<file path="src/core/scanner_defines.svh">
// Purpose: constants of the program memory scanner
// Assumes: APB byte address is four times the register index
// Notes: Operation list below
`ifndef SCANNER_DEFINES_SVH
`define SCANNER_DEFINES_SVH

`define ADDR_W            22
`define DATA_W            16
`define PADDR_W           16
// register indices; byte address is index times four
`define IDX_START         12'hF44
`define IDX_END           12'hF47
`define IDX_CTRL          12'hF4A
`define IDX_TRIG          12'hF4B
`define IDX_IRQ_STAT      12'hF4C
`define IDX_IRQ_MASK      12'hF4D
`define START_RESET       22'h000000
`define END_RESET         22'h3FFFFF
`define TRIG_RESET        5'h00
// last mapped program memory word address
`define MAP_LAST          22'h00FFFF
// control register fields
`define CTRL_EN           7
`define CTRL_GO           6
`define CTRL_BUSY         5
`define CTRL_INVALID      4
`define CTRL_INTERRUPT_MANAGEMENT_MODE         3
`define CTRL_MODE_HI      1
`define CTRL_MODE_LO      0
`define INVALID_RESET     1'b1
// interrupt status fields
`define IRQ_DONE          0
`define IRQ_INVALID       1
`define IRQ_W             2
// trigger codes
`define TRIGGER_SELECT_LFOSC        5'h00
`define TRIGGER_SELECT_REFCLK       5'h01
`define TRIGGER_SELECT_TMR_FIRST    5'h02
`define TRIGGER_SELECT_TMR_LAST     5'h08
`define TRIGGER_SELECT_CELL_FIRST   5'h10
`define TRIGGER_SELECT_CELL_LAST    5'h17
`define NUM_TIMERS        7
`define NUM_CELLS         8

`endif

</file>
<file path="src/core/scanner_pkg.sv">
// Purpose: types of the program memory scanner
// Assumes: constants come from scanner_defines.svh
// Notes: mode codes follow the access mode field
package scanner_pkg;
    typedef enum logic [1:0] {
        MODE_CONCURRENT = 2'h0,
        MODE_BURST      = 2'h1,
        MODE_PEEK       = 2'h2,
        MODE_TRIGGERED  = 2'h3
    } access_mode_type;

    typedef enum logic [1:0] {
        ST_IDLE,
        ST_FETCH,
        ST_HANDOFF
    } scan_state_type;
endpackage

</file>
<file path="src/core/program_memory_scanner.sv">
// Purpose: fetches program memory words and hands them to the CRC engine
// Assumes: APB slave with no wait states on reads and writes
// Notes: memory answers each request with a one-cycle memAck
//
// Design decision made here: the APB register port.
`include "scanner_defines.svh"
`timescale 1ns/1ps
`default_nettype none
module program_memory_scanner
    import scanner_pkg::*;
(
    input  wire logic                    core_clk,
    input  wire logic                    rst_n,
    // APB slave
    input  wire logic                    psel,
    input  wire logic                    penable,
    input  wire logic                    pwrite,
    input  wire logic [`PADDR_W-1:0]     paddr,
    input  wire logic [31:0]             pwdata,
    output logic [31:0]                  prdata,
    output logic                         pready,
    output logic                         pslverr,
    // CRC engine
    input  wire logic                    crcEngineEnable,
    input  wire logic                    crcEngineGo,
    input  wire logic                    crcReady,
    output logic [`DATA_W-1:0]           crcData,
    output logic                         crcValid,
    // program flash array
    output logic                         memReq,
    output logic [`ADDR_W-1:0]           memAddr,
    input  wire logic                    memAck,
    input  wire logic [`DATA_W-1:0]      memRdata,
    input  wire logic                    cpuMemBusy,
    output logic                         cpuStall,
    // interrupt response of the core
    input  wire logic                    intrActive,
    // trigger sources
    input  wire logic                    lowFreqInternalOsc,
    input  wire logic                    referenceClockOut,
    input  wire logic [`NUM_TIMERS-1:0]  timerOut,
    input  wire logic [`NUM_CELLS-1:0]   logicCellOut,
    // interrupt
    output logic                         irq
);
    function automatic logic isIdx(input logic [`PADDR_W-1:0] a,
                                   input logic [11:0] idx);
        isIdx = (a == {idx, 2'b00});
    endfunction

    // register state
    logic [`ADDR_W-1:0]  curAddr_reg;
    logic [`ADDR_W-1:0]  curAddr_next;
    logic [`ADDR_W-1:0]  endAddr_reg;
    logic [`ADDR_W-1:0]  endAddr_next;
    logic [4:0]          trigSel_reg;
    logic [4:0]          trigSel_next;
    logic                enable_reg;
    logic                enable_next;
    logic                go_reg;
    logic                go_next;
    logic                invalid_reg;
    logic                invalid_next;
    logic                interrupt_management_mode_reg;
    logic                interrupt_management_mode_next;
    access_mode_type     mode_reg;
    access_mode_type     mode_next;
    logic [`IRQ_W-1:0]   irqStat_reg;
    logic [`IRQ_W-1:0]   irqStat_next;
    logic [`IRQ_W-1:0]   irqMask_reg;
    logic [`IRQ_W-1:0]   irqMask_next;
    scan_state_type      state_reg;
    scan_state_type      state_next;
    logic                trigPend_reg;
    logic                trigPend_next;
    logic [`DATA_W-1:0]  data_reg;
    logic [`DATA_W-1:0]  data_next;
    logic [31:0]         prdata_reg;
    logic [31:0]         prdata_next;

    // bus decode
    logic selStart;
    logic selEnd;
    logic selCtrl;
    logic selTrig;
    logic selStat;
    logic selMask;
    logic mapped;
    logic setupPhase;
    logic wrAccess;
    assign selStart   = isIdx(paddr, `IDX_START);
    assign selEnd     = isIdx(paddr, `IDX_END);
    assign selCtrl    = isIdx(paddr, `IDX_CTRL);
    assign selTrig    = isIdx(paddr, `IDX_TRIG);
    assign selStat    = isIdx(paddr, `IDX_IRQ_STAT);
    assign selMask    = isIdx(paddr, `IDX_IRQ_MASK);
    assign mapped     = selStart | selEnd | selCtrl | selTrig |
                        selStat | selMask;
    assign setupPhase = psel & ~penable;
    assign wrAccess   = psel & penable & pwrite & mapped;

    // go as seen by the engine
    logic intrMask;
    logic goEff;
    logic busy;
    logic trigPulse;
    logic allowFetch;
    logic startFetch;
    logic atEnd;
    logic wrapAddr;
    logic wrGoSet;
    logic crcRunning;
    // peek mode ignores the interrupt mode bit
    assign intrMask   = interrupt_management_mode_reg & intrActive & (mode_reg != MODE_PEEK);
    assign goEff      = go_reg & enable_reg & ~intrMask;
    assign busy       = (state_reg != ST_IDLE) |
                        (enable_reg & go_reg & crcReady);
    assign allowFetch = (mode_reg == MODE_TRIGGERED) ? trigPend_reg :
                        (mode_reg == MODE_PEEK) ? ~cpuMemBusy :
                        1'b1;
    assign startFetch = (state_reg == ST_IDLE) & goEff & crcReady &
                        allowFetch & ~atEnd & ~invalid_reg;
    // strict compare: start equal to end still fetches that one word
    assign atEnd      = curAddr_reg > endAddr_reg;
    assign wrapAddr   = (curAddr_reg == `MAP_LAST);
    assign crcRunning = crcEngineEnable & crcEngineGo;
    assign wrGoSet    = wrAccess & selCtrl & pwdata[`CTRL_GO];

    scan_trigger_sel u_trig (
        .core_clk           (core_clk),
        .rst_n              (rst_n),
        .triggerSelect      (trigSel_reg),
        .lowFreqInternalOsc (lowFreqInternalOsc),
        .referenceClockOut  (referenceClockOut),
        .timerOut           (timerOut),
        .logicCellOut       (logicCellOut),
        .triggerPulse       (trigPulse)
    );

    // scan engine
    logic fetchDone;
    logic doneEvt;
    logic invalidEvt;
    assign fetchDone = (state_reg == ST_FETCH) & memAck;

    always_comb begin
        state_next    = state_reg;
        trigPend_next = trigPend_reg;
        data_next     = data_reg;
        if (mode_reg == MODE_TRIGGERED && trigPulse) begin
            trigPend_next = 1'b1;
        end
        case (state_reg)
            ST_IDLE: begin
                if (startFetch) begin
                    state_next    = ST_FETCH;
                    trigPend_next = 1'b0;
                end
            end
            ST_FETCH: begin
                if (memAck) begin
                    data_next  = memRdata;
                    state_next = ST_HANDOFF;
                end
            end
            ST_HANDOFF: begin
                state_next = ST_IDLE;
            end
            default: begin
                state_next = ST_IDLE;
            end
        endcase
        // disable overrides any transition, so a cut fetch is dropped
        if (!enable_reg) begin
            state_next    = ST_IDLE;
            trigPend_next = 1'b0;
        end
    end

    // go ends once the address passes the end, between data cycles
    assign doneEvt    = go_reg & atEnd & (state_reg == ST_IDLE);
    assign invalidEvt = (fetchDone & wrapAddr) |
                        (wrGoSet & ~go_reg & ~crcRunning);

    // register writes and hardware updates
    logic addrWrOk;
    assign addrWrOk = wrAccess & ~go_reg;

    always_comb begin
        curAddr_next = curAddr_reg;
        endAddr_next = endAddr_reg;
        trigSel_next = trigSel_reg;
        enable_next  = enable_reg;
        go_next      = go_reg;
        invalid_next = invalid_reg;
        interrupt_management_mode_next    = interrupt_management_mode_reg;
        mode_next    = mode_reg;
        irqMask_next = irqMask_reg;
        irqStat_next = irqStat_reg;
        if (addrWrOk && selStart) begin
            curAddr_next = pwdata[`ADDR_W-1:0];
            invalid_next = pwdata[`ADDR_W-1:0] > `MAP_LAST;
        end
        if (addrWrOk && selEnd) begin
            endAddr_next = pwdata[`ADDR_W-1:0];
        end
        if (wrAccess && selTrig) begin
            trigSel_next = pwdata[4:0];
        end
        if (wrAccess && selMask) begin
            irqMask_next = pwdata[`IRQ_W-1:0];
        end
        if (wrAccess && selCtrl) begin
            enable_next = pwdata[`CTRL_EN];
            interrupt_management_mode_next   = pwdata[`CTRL_INTERRUPT_MANAGEMENT_MODE];
            mode_next   = access_mode_type'(
                pwdata[`CTRL_MODE_HI:`CTRL_MODE_LO]);
            go_next     = pwdata[`CTRL_GO];
        end
        if (fetchDone) begin
            curAddr_next = wrapAddr ? `START_RESET :
                           curAddr_reg + 1'b1;
        end
        if (doneEvt && !wrGoSet) begin
            go_next = 1'b0;
        end
        if (invalidEvt) begin
            invalid_next = 1'b1;
            go_next      = 1'b0;
        end
        // set wins over the write-one clear
        if (wrAccess && selStat) begin
            irqStat_next = irqStat_reg & ~pwdata[`IRQ_W-1:0];
        end
        if (doneEvt) begin
            irqStat_next[`IRQ_DONE] = 1'b1;
        end
        if (invalidEvt) begin
            irqStat_next[`IRQ_INVALID] = 1'b1;
        end
    end

    // read mux, sampled in the setup phase
    logic [31:0] ctrlRead;
    logic [31:0] readMux;
    assign ctrlRead = {24'h000000, enable_reg, go_reg, busy, invalid_reg,
                       interrupt_management_mode_reg, 1'b0, mode_reg};
    assign readMux  = selStart ? {10'h000, curAddr_reg} :
                      selEnd   ? {10'h000, endAddr_reg} :
                      selCtrl  ? ctrlRead :
                      selTrig  ? {27'h0000000, trigSel_reg} :
                      selStat  ? {30'h00000000, irqStat_reg} :
                      selMask  ? {30'h00000000, irqMask_reg} :
                      32'h00000000;
    assign prdata_next = (setupPhase && !pwrite) ? readMux : prdata_reg;

    always_ff @(posedge core_clk or negedge rst_n) begin
        if (!rst_n) begin
            curAddr_reg  <= `START_RESET;
            endAddr_reg  <= `END_RESET;
            trigSel_reg  <= `TRIG_RESET;
            enable_reg   <= 1'b0;
            go_reg       <= 1'b0;
            invalid_reg  <= `INVALID_RESET;
            interrupt_management_mode_reg     <= 1'b0;
            mode_reg     <= MODE_CONCURRENT;
            irqStat_reg  <= '0;
            irqMask_reg  <= '0;
            state_reg    <= ST_IDLE;
            trigPend_reg <= 1'b0;
            data_reg     <= '0;
            prdata_reg   <= 32'h00000000;
        end else begin
            curAddr_reg  <= curAddr_next;
            endAddr_reg  <= endAddr_next;
            trigSel_reg  <= trigSel_next;
            enable_reg   <= enable_next;
            go_reg       <= go_next;
            invalid_reg  <= invalid_next;
            interrupt_management_mode_reg     <= interrupt_management_mode_next;
            mode_reg     <= mode_next;
            irqStat_reg  <= irqStat_next;
            irqMask_reg  <= irqMask_next;
            state_reg    <= state_next;
            trigPend_reg <= trigPend_next;
            data_reg     <= data_next;
            prdata_reg   <= prdata_next;
        end
    end

    // outputs
    assign prdata   = prdata_reg;
    // no wait states: every access cycle completes at once
    assign pready   = psel & penable;
    assign pslverr  = psel & penable & ~mapped;
    assign memReq   = (state_reg == ST_FETCH);
    assign memAddr  = curAddr_reg;
    assign crcData  = data_reg;
    assign crcValid = (state_reg == ST_HANDOFF);
    // burst holds the core off for the whole scan, concurrent and triggered per fetch only, peek never
    assign cpuStall = (mode_reg == MODE_BURST) ? goEff :
                      ((mode_reg != MODE_PEEK) & memReq);
    assign irq      = |(irqStat_reg & irqMask_reg);
endmodule
`default_nettype wire

</file>
<file path="src/core/scan_trigger_sel.sv">
// Purpose: trigger source selection and rising edge detection
// Assumes: all sources are synchronous to core_clk
// Notes: reserved codes select a constant low source
`include "scanner_defines.svh"
`timescale 1ns/1ps
`default_nettype none
module scan_trigger_sel (
    input  wire logic                    core_clk,
    input  wire logic                    rst_n,
    input  wire logic [4:0]              triggerSelect,
    input  wire logic                    lowFreqInternalOsc,
    input  wire logic                    referenceClockOut,
    input  wire logic [`NUM_TIMERS-1:0]  timerOut,
    input  wire logic [`NUM_CELLS-1:0]   logicCellOut,
    output logic                         triggerPulse
);
    logic selLevel;
    logic prevLevel_reg;
    logic [4:0] tmrIdx;
    logic [4:0] cellIdx;
    logic isTmr;
    logic isCell;

    assign tmrIdx  = triggerSelect - `TRIGGER_SELECT_TMR_FIRST;
    assign cellIdx = triggerSelect - `TRIGGER_SELECT_CELL_FIRST;
    assign isTmr   = (triggerSelect >= `TRIGGER_SELECT_TMR_FIRST) &&
                     (triggerSelect <= `TRIGGER_SELECT_TMR_LAST);
    assign isCell  = (triggerSelect >= `TRIGGER_SELECT_CELL_FIRST) &&
                     (triggerSelect <= `TRIGGER_SELECT_CELL_LAST);

    assign selLevel = (triggerSelect == `TRIGGER_SELECT_LFOSC)  ? lowFreqInternalOsc :
                      (triggerSelect == `TRIGGER_SELECT_REFCLK) ? referenceClockOut :
                      isTmr  ? timerOut[tmrIdx[2:0]] :
                      isCell ? logicCellOut[cellIdx[2:0]] :
                      1'b0;

    // a change of select may fake one edge; harmless, at most one fetch
    always_ff @(posedge core_clk or negedge rst_n) begin
        if (!rst_n) begin
            prevLevel_reg <= 1'b0;
        end else begin
            prevLevel_reg <= selLevel;
        end
    end

    assign triggerPulse = selLevel & ~prevLevel_reg;
endmodule
`default_nettype wire

</file>
<file path="config.mk">
export PLATFORM = sky130hd
export DESIGN_NAME = program_memory_scanner
export DESIGN_NICKNAME = d
export VERILOG_FILES = /design/src/core/scanner_pkg.sv /design/src/core/program_memory_scanner.sv /design/src/core/scan_trigger_sel.sv
export VERILOG_INCLUDE_DIRS = /design/src /design/src/core
export SDC_FILE = /design/constraint.sdc
export NUM_CORES = 1
export LEC_CHECK = 0
export BUFFER_PORTS_ARGS = -buffer_cell sky130_fd_sc_hd__buf_4
export CAP_MARGIN = 20
export CORE_ASPECT_RATIO = 0.6
export CORE_MARGIN = 2
export CORE_UTILIZATION = 50
export CTS_BUF_LIST = sky130_fd_sc_hd__clkbuf_16
export DETAILED_ROUTE_END_ITERATION = 8
export GPL_TIMING_DRIVEN = 0
export PLACE_DENSITY = 0.79
export SLEW_MARGIN = 5
export SYNTH_ARGS = -nofsm -noshare
export SYNTH_HDL_FRONTEND = slang
export SYNTH_SLANG_ARGS = --single-unit
</file>
<file path="constraint.sdc">
create_clock -name core_clk -period 6.6 [get_ports core_clk]
set_input_delay 0.99 -clock core_clk [delete_from_list [all_inputs] [get_ports core_clk]]
set_output_delay 0.99 -clock core_clk [all_outputs]
set_load 0.01 [all_outputs]
</file>
==> results.md, run 1 <==
- The number of global-route vias before repair was 5517.
- The count of buffering cells on the critical path with inverters included is 2.
- The fill cell total of the finished layout is 918.
- Sorting the synthesized cells by area gives the leading types as sky130_fd_sc_hd__dfrtp_1 33%, sky130_fd_sc_hd__dfstp_2 10%, sky130_fd_sc_hd__nand2_1 6.6%.
- The path with the worst hold slack has its endpoint at prdata[14].
- Of the total power, the clock network draws 42.4%.
- Setup repair after global routing left no endpoint under its margin.
- The post-detailed-route count of antenna-violating nets is 0.
- Measured against its own limit, the worst slew margin works out to 36.42%.
- In this run the critical register-to-register path is launched from endAddr_reg[13].
- The final-report setup violation count is 0.
- The number of core rows is 30.
- Traced cell by cell, the critical path runs through buf_4, or4_4, nor3_4, a21boi_0, buf_4.
- The number of gates resized after CTS is 0.
- The first routing iteration left 716 violations.
- The slowest stage of the critical path belongs to the cell sky130_fd_sc_hd__or4_4.
- The worst hold path was traced through 2 stages.
- The cell class contributing the biggest share of worst-path delay is simple AND/OR/NAND/NOR gates.
- The kind of start point of the critical path is an input port.
- The post-route clock skew is 0.005379 ns.
- The total internal power is 0.9519 mW.
- In this run, flip-flops and latches consume 50.6% of the power.
- The most numerous cell type found on the critical path is sky130_fd_sc_hd__buf_4.
- The maximum resistive drop on vdd is 122.3 µV.
- The hold violation count in the final report was 0.
- The CTS tree is yes.
- The area of the multi-input gates is 3059 µm².
- The count of mapped cells out of synthesis is 631.
- The clock net in this run drives a total of 101 sinks.
- The overall die area is 12800 µm².
- The share of layout cells above drive strength 1 is 31.59%.
- Summed over all layers, the global routing overflow is 0.
- In this design, the stage delay of the slowest critical-path cell is 0.54 ns.
- From synthesis to final layout, the design area changed by 27.40%.
- At the later pin of the worst-skew pair, clock insertion delay measures 0.35 ns.
- The placed wire-length estimate is 13860 µm.
- Detailed routing inserted a total of 5735 vias.
- The sequential cell area is 2556 µm².
- The final-report max-slew violation count is 0.
- The sum of negative setup slack is 0 ns.
- The critical path endpoint category is an output port.
- The timing-limited maximum frequency is 310.3 MHz.
- Counting cells, the worst reg-to-reg path comes to 8.
- After synthesis, the netlist uses 70 different library cells.
- The number of antenna violations at the first check in global routing came to 0.
- The fraction of synthesized cell area taken by the top area cell type is 32.85%.
- The number of flops mapped to enable cells by yosys is 0.
- The most used flip-flop cell after synthesis is sky130_fd_sc_hd__dfrtp_1.
- In this run the worst hold path is classified as flop to flop.
- For flop-to-flop paths, the worst setup slack is 3.70 ns.
- The run finished with clean final reports.
- After detailed routing, the number of vias per cell comes to 5.968.
- In this run, the combinational gates consume 7.1% of the power.
- The time the final worst path needs with I/O delays and setup is 3.223 ns.
- The arrival time reported for the critical path endpoint is 2.23 ns.
- In the final routed layout, each cell accounts on average for 18.84 µm.
- The average footprint of a synthesized cell is 9.417 µm².
- The remaining routing DRC violations is 0.
- The clock passes through at most 2 buffers.
- The largest net degree at the start of global routing is 55.
- The number of search-and-repair iterations in the first detailed-routing pass is 6.
- In this run the count of I/O pins placed on the die edge is 168.
- Clock tree synthesis inserted a total of 9 buffers.
- The congestion estimate from routability-driven global placement came to 0.9010.
- The effective utilization at floorplan is 51.90%.
- Of all nets on the critical path, the largest fanout is 6.
- Global routing used 29.26% of the available tracks across all layers.
- The global-route wire length before repair is 28590 µm.
- The net switching power is 0.2745 mW.
- The category of the most critical setup path is input port to output port.
- The core region is 11450 µm².
- For this run, the post-layout net count is 914.
- The chip width is 144.7 µm.
- For this run, the number of Yosys warnings is 0.
- The clock tree synthesis step divided the H-tree into 3 levels.
- At the worst endpoint, the required time is 5.61 ns.
- The pin slew with the least headroom to its limit is 0.9458 ns.
- The share of the core filled with cells is 66.12%.
- The startpoint of the most critical hold path is prdata[14].
- The combined area of all synthesized cells is 5942 µm².
- The post-cts hold buffer count is 0.
- The worst reg2reg path endpoint is state_reg[0].
- 0 antenna diodes ended up in the layout.
- The number of maximum-capacitance constraint violations is 0.
- The switching power as a share of total power is 22.38%.
- The dominant cell type by area after synthesis is sky130_fd_sc_hd__dfrtp_1.
- The final layout contains routed wiring with a total length of 18100 µm.
- Clock-pin slew was measured on the worst setup and hold paths at 0.07 ns.
- The root buffer cell chosen for the clock tree is sky130_fd_sc_hd__clkbuf_16.
- In this run the tool buffered the top-level ports with 144 buffer cells.
- The leakage power of the design is 3.680 nW.
- For this run, asynchronously set or reset flops after synthesis account for 100.0%.
- The post-synthesis sequential element count is 101.
- Of the available clock period, the critical path in the final layout requires 48.84%.
- From bottom edge to top edge, the die measures 88.44 µm.
- Once the clock tree was built, the setup fixing pass inserted 0 buffers.
- For this run, the register share of the synthesized area comes to 43.02%.
- The cell area power density is 162.0 nW/µm².
-- power groups by stage --
| stage | Combinational [mW] | Clock (mW) | Sequential [mW] |
|---|---|---|---|
| 2_1_floorplan | 0.0234 | 0 | 0.631 |
| 3_3_place_gp | 0.0827 | 0 | 0.631 |
| 3_5_place_dp | 0.0863 | 0 | 0.631 |
| 4_1_cts | 0.0867 | 0.523 | 0.620 |
| 5_1_grt | 0.0944 | 0.550 | 0.620 |
| 6_report | 0.0867 | 0.520 | 0.620 |
-- layout make-up --
| cell class | instances | share of cell area [%] |
|---|---|---|
| repair buffers | 145 | 14.64 |
| plain buffers | 41 | 3.025 |
| inverters | 35 | 1.736 |
| clock buffers | 9 | 2.975 |
| well taps | 160 | 2.645 |
| clock inverters | 7 | 0.7934 |
| multi-input cells | 463 | 40.41 |
| flip-flops and latches | 101 | 33.77 |
-- Yosys cell counts (13+ instances only) --
cell type                  count
sky130_fd_sc_hd__dfrtp_1      78
sky130_fd_sc_hd__ha_1         26
sky130_fd_sc_hd__mux2_2       31
sky130_fd_sc_hd__a21oi_1      32
sky130_fd_sc_hd__a22oi_1      19
sky130_fd_sc_hd__dfstp_2      23
sky130_fd_sc_hd__clkbuf_1     20
sky130_fd_sc_hd__inv_1        35
sky130_fd_sc_hd__nand4_1      13
sky130_fd_sc_hd__nand3_1      19
sky130_fd_sc_hd__nor2_1       27
sky130_fd_sc_hd__o21ai_0      47
sky130_fd_sc_hd__nand2_1     104
-- cell usage in the layout (no fill, tap or decap), types with 4 or more instances in the layout --
master                      count
sky130_fd_sc_hd__a21o_1        10
sky130_fd_sc_hd__a21oi_1       32
sky130_fd_sc_hd__a222oi_1       5
sky130_fd_sc_hd__a22oi_1       19
sky130_fd_sc_hd__a31oi_1        7
sky130_fd_sc_hd__a41oi_1        4
sky130_fd_sc_hd__and3_1        10
sky130_fd_sc_hd__buf_2          6
sky130_fd_sc_hd__buf_4        156
sky130_fd_sc_hd__clkbuf_1      20
sky130_fd_sc_hd__clkbuf_16      9
sky130_fd_sc_hd__conb_1        10
sky130_fd_sc_hd__dfrtp_1       78
sky130_fd_sc_hd__dfstp_2       23
sky130_fd_sc_hd__ha_1          26
sky130_fd_sc_hd__inv_1         38
sky130_fd_sc_hd__mux2_2        31
sky130_fd_sc_hd__mux2i_1        5
sky130_fd_sc_hd__nand2_1      104
sky130_fd_sc_hd__nand2b_1       4
sky130_fd_sc_hd__nand3_1       19
sky130_fd_sc_hd__nand4_1       13
sky130_fd_sc_hd__nor2_1        27
sky130_fd_sc_hd__nor2b_1        9
sky130_fd_sc_hd__nor3_1         9
sky130_fd_sc_hd__nor4_1         5
sky130_fd_sc_hd__o21ai_0       47
-- logic make-up after synthesis --
group	synth area share, %
and+or+nand+nor	20.36
AOI/OAI and AO/OA	16.87
DFF	43.02
buffers and inverters	6.065
muxes	7.854
adders and majority gates	5.475
xor gates and xnor gates	0.2949
other	0.06311
-- worst register-to-register path: cells and delay by family, from the launching register on --
| family | cells | cell delay [ns] |
|---|---|---|
| fa+ha+maj | 1 | 0.32 |
| simple gates | 1 | 0.54 |
| compound gates | 5 | 1.38 |
| buf+inv | 1 | 0.05 |
| flops | 1 | 0.54 |
-- how the worst max path moves through the flow --
stage,from,to,slack [ns],depth (start not counted)
2_1_floorplan,paddr[7],pslverr,3.68,3
3_3_place_gp,paddr[7],prdata[1],3.34,8
3_5_place_dp,paddr[7],prdata[1],3.33,8
4_1_cts,paddr[7],pslverr,3.38,5
5_1_grt,paddr[2],pslverr,3.29,7
6_report,paddr[7],pslverr,3.38,5
-- routing by layer --
metal	global-route usage (%)	vias up	routed length, µm
met5	0	-	0
met4	6.090	0	194
met3	7.305	25	2106
met2	44.21	370	7757
met1	43.05	2745	8046
li1	-	2595	-
-- through the flow --
step | power [mW] | hold WS, ns | worst slack (ns) | instances | instance area, µm²
floorplan | 0.6547 | 0.4861 | 3.679 | 640 | 5976
global route | 1.264 | 0.5115 | 3.290 | 961 | 7570
global placement | 0.7139 | 0.4603 | 3.339 | 944 | 7257
finish | 1.226 | 0.4828 | 3.377 | 961 | 7570
detailed placement | 0.7175 | 0.4681 | 3.325 | 945 | 7284
CTS | 1.229 | 0.4874 | 3.379 | 961 | 7570
No activity file was read; power rests on OpenSTA's default activity.
==> run 2, diff against run 1 <==
- CORE_UTILIZATION: 50 -> 48
- clock period: 6.6 -> 2.78 ns (I/O delays scaled with it)
==> results.md, run 2 (synthesis results as in run 1) <==
- The TritonCTS sink count is 101.
- Entering global routing, the biggest net connects 70 pins.
- The number of setup buffers added after CTS is 0.
- Across every metal layer, demand over resource in global routing totals 28.32%.
- The remaining global-route overflow is 0.
- The startpoint of the worst register-to-register path is endAddr_reg[3].
- The most frequent standard cell in the layout excluding fill and tap cells is sky130_fd_sc_hd__buf_4.
- The starting DRC count in detailed routing is 747.
- The number of diodes added for antenna fixing is 0.
- For this design the static power due to leakage is 3.690 nW.
- Clock-pin slew was measured on the worst setup and hold paths at 0.07 ns.
- Summed over all nets, wire length on met2 after detailed routing comes to 7755 µm.
- The remaining routing DRC violations is 0.
- The region available for standard cell placement spans 12060 µm².
- The worst setup path is captured at a flop.
- The number of ports placed on the die boundary is 168.
- The hold violation count in the final report is 0.
- Buffers inserted to repair hold after CTS numbered 0.
- The layout overhead on the synthesized area is 27.94%.
- The floorplan has 31 rows.
- The per-cell routed wire length is 19.18 µm.
- The final critical path takes up 94.96% of the cycle.
- The uppermost layer routed is met4.
- The highest net fanout along the worst path is 3.
- The final cell count without fillers is 966.
- The number of global-route vias before repair was 5531.
- The clock root buffer is sky130_fd_sc_hd__clkbuf_16.
- The flow ran to the end, and the final reports show no timing, DRC or antenna violations.
- The internal reg-to-reg setup slack is 0.14 ns.
- The arrival time reported for the critical path endpoint is 2.93 ns.
- For the worst setup path, the data required time is 3.07 ns.
- STA classifies the critical path startpoint as a flop.
- In this run, CTS created clock tree buffers numbering 9.
- The first global-routing pass estimated 29200 µm of wire.
- The overall die area is 13310 µm².
- The post-route clock skew is 0.008132 ns.
- The number of H-tree levels is 3.
- In the detailed route, the total length drawn on met3 is 2217 µm.
- The time the final worst path needs with I/O delays and setup is 2.640 ns.
- The insertion delay to the later sink of the worst-skew pair is 0.35 ns.
- Summed over all layers, the routed wires come to 18520 µm.
- The final-report max-slew violation count is 0.
- The count of nets left with antenna violations once routing finished came out at 0.
- After clock tree synthesis, the repair step resized 2 gates.
- The maximum clock insertion buffer count is 2.
- The first detailed-routing pass ran for 6 iterations.
- The routed layout has 5628 vias.
- The worst-case headroom to the max-slew limit is 39.53%.
- The origin of the worst setup path is endAddr_reg[3].
- The number of antenna violations at the first check in global routing is 0.
- Cells with a size suffix above 1 make up 32.08% of the layout.
- The last element of the critical path is state_reg[0].
- TritonCTS built the clock tree.
- The number of cells after detailed placement is 950.
- The die is 90.18 µm tall.
- The count of cells along the worst register-to-register path is 8.
- Setup violations remaining at the end of the flow were counted as 0.
- Timing would allow up to 378.8 MHz.
- The count of input and output buffers is 144.
- The final weighted congestion in routability-driven placement is 0.9218.
- The effective utilization at floorplan is 49.26%.
- In the layout the commonest cells are 156 x sky130_fd_sc_hd__buf_4, 104 x sky130_fd_sc_hd__nand2_1, 78 x sky130_fd_sc_hd__dfrtp_1, 47 x sky130_fd_sc_hd__o21ai_0, 37 x sky130_fd_sc_hd__inv_1.
- The worst setup path is of the flop to flop kind.
- Across the run, the number of max-cap violations was 0.
- The total routed wire length on the met1 layer is 8430 µm.
- IR analysis of the VDD net gives a maximum drop of 282.5 µV.
- The placed wire-length estimate is 14330 µm.
- The type of the tightest min-delay check is input port to asynchronous set/reset pin.
- The cell area power density is 386.4 nW/µm².
- The chip width is 147.6 µm.
- Setup repair after global routing left no endpoint under its margin.
- The per-cell via count in the routed design is 5.826.
- The final layout contains 914 nets.
- In this run the critical register-to-register path is captured at state_reg[0].
- The design draws 2.938 mW.
- The pin slew with the least headroom to its limit is 0.8995 ns.
-- run 2: metrics by stage --
step | hold WS, ns | utilization, % | setup TNS [ns] | worst slack [ns] | area, µm²
floorplan | 0.1214 | - | 0 | 0.5447 | 5976
global placement | 0.4611 | 60.21 | -0.1285 | -0.07829 | 7263
detailed placement | 0.3848 | 60.44 | -0.1729 | -0.09115 | 7291
CTS | 0.01419 | 62.90 | 0 | 0.1150 | 7587
global route | 0.03492 | 63.02 | 0 | 0.006938 | 7602
finish | 0.006977 | 63.02 | 0 | 0.1402 | 7602
-- run 2: cell type report --
cell class / instances / area [µm²]
inverters: 35 / 131.4
fillers: 1040 / 4461
clock buffers: 9 / 225.2
plain buffers: 41 / 230.2
repair buffers: 145 / 1109
well taps: 165 / 206.4
flip-flops and latches: 101 / 2556
multi-input cells: 463 / 3077
clock inverters: 7 / 67.56
-- run 2: worst max-delay path, cell delays in order, from the launching register on --
cell and delay, ns:
sky130_fd_sc_hd__dfstp_2 0.54, sky130_fd_sc_hd__inv_1 0.04, sky130_fd_sc_hd__ha_1 0.28, sky130_fd_sc_hd__a21o_1 0.19, sky130_fd_sc_hd__a21o_1 0.17, sky130_fd_sc_hd__o311ai_1 0.36, sky130_fd_sc_hd__or4b_1 0.60, sky130_fd_sc_hd__a21oi_4 0.24
sky130_fd_sc_hd__o21a_1 0.15
-- run 2: metal layers --
layer,up-vias,GRT usage [%]
met5,-,0
met4,0,4.808
met3,17,7.208
met2,312,41.47
met1,2697,42.86
li1,2602,-
-- run 2: where the power goes --
part	switching [mW]	internal, mW	total (mW)
clock	0.566	0.695	1.26
sequential	0.000334	1.47	1.47
combinational	0.103	0.103	0.205
-- run 2: worst min path at each step --
stage / startpoint / endpoint / depth (start not counted)
finish: rst_n / state_reg[0] / 1
global route: rst_n / state_reg[1] / 1
CTS: rst_n / state_reg[1] / 1
detailed placement: rst_n / state_reg[1] / 1
global placement: crcData[5] / crcData[5] / 2
floorplan: rst_n / crcData[0] / 0
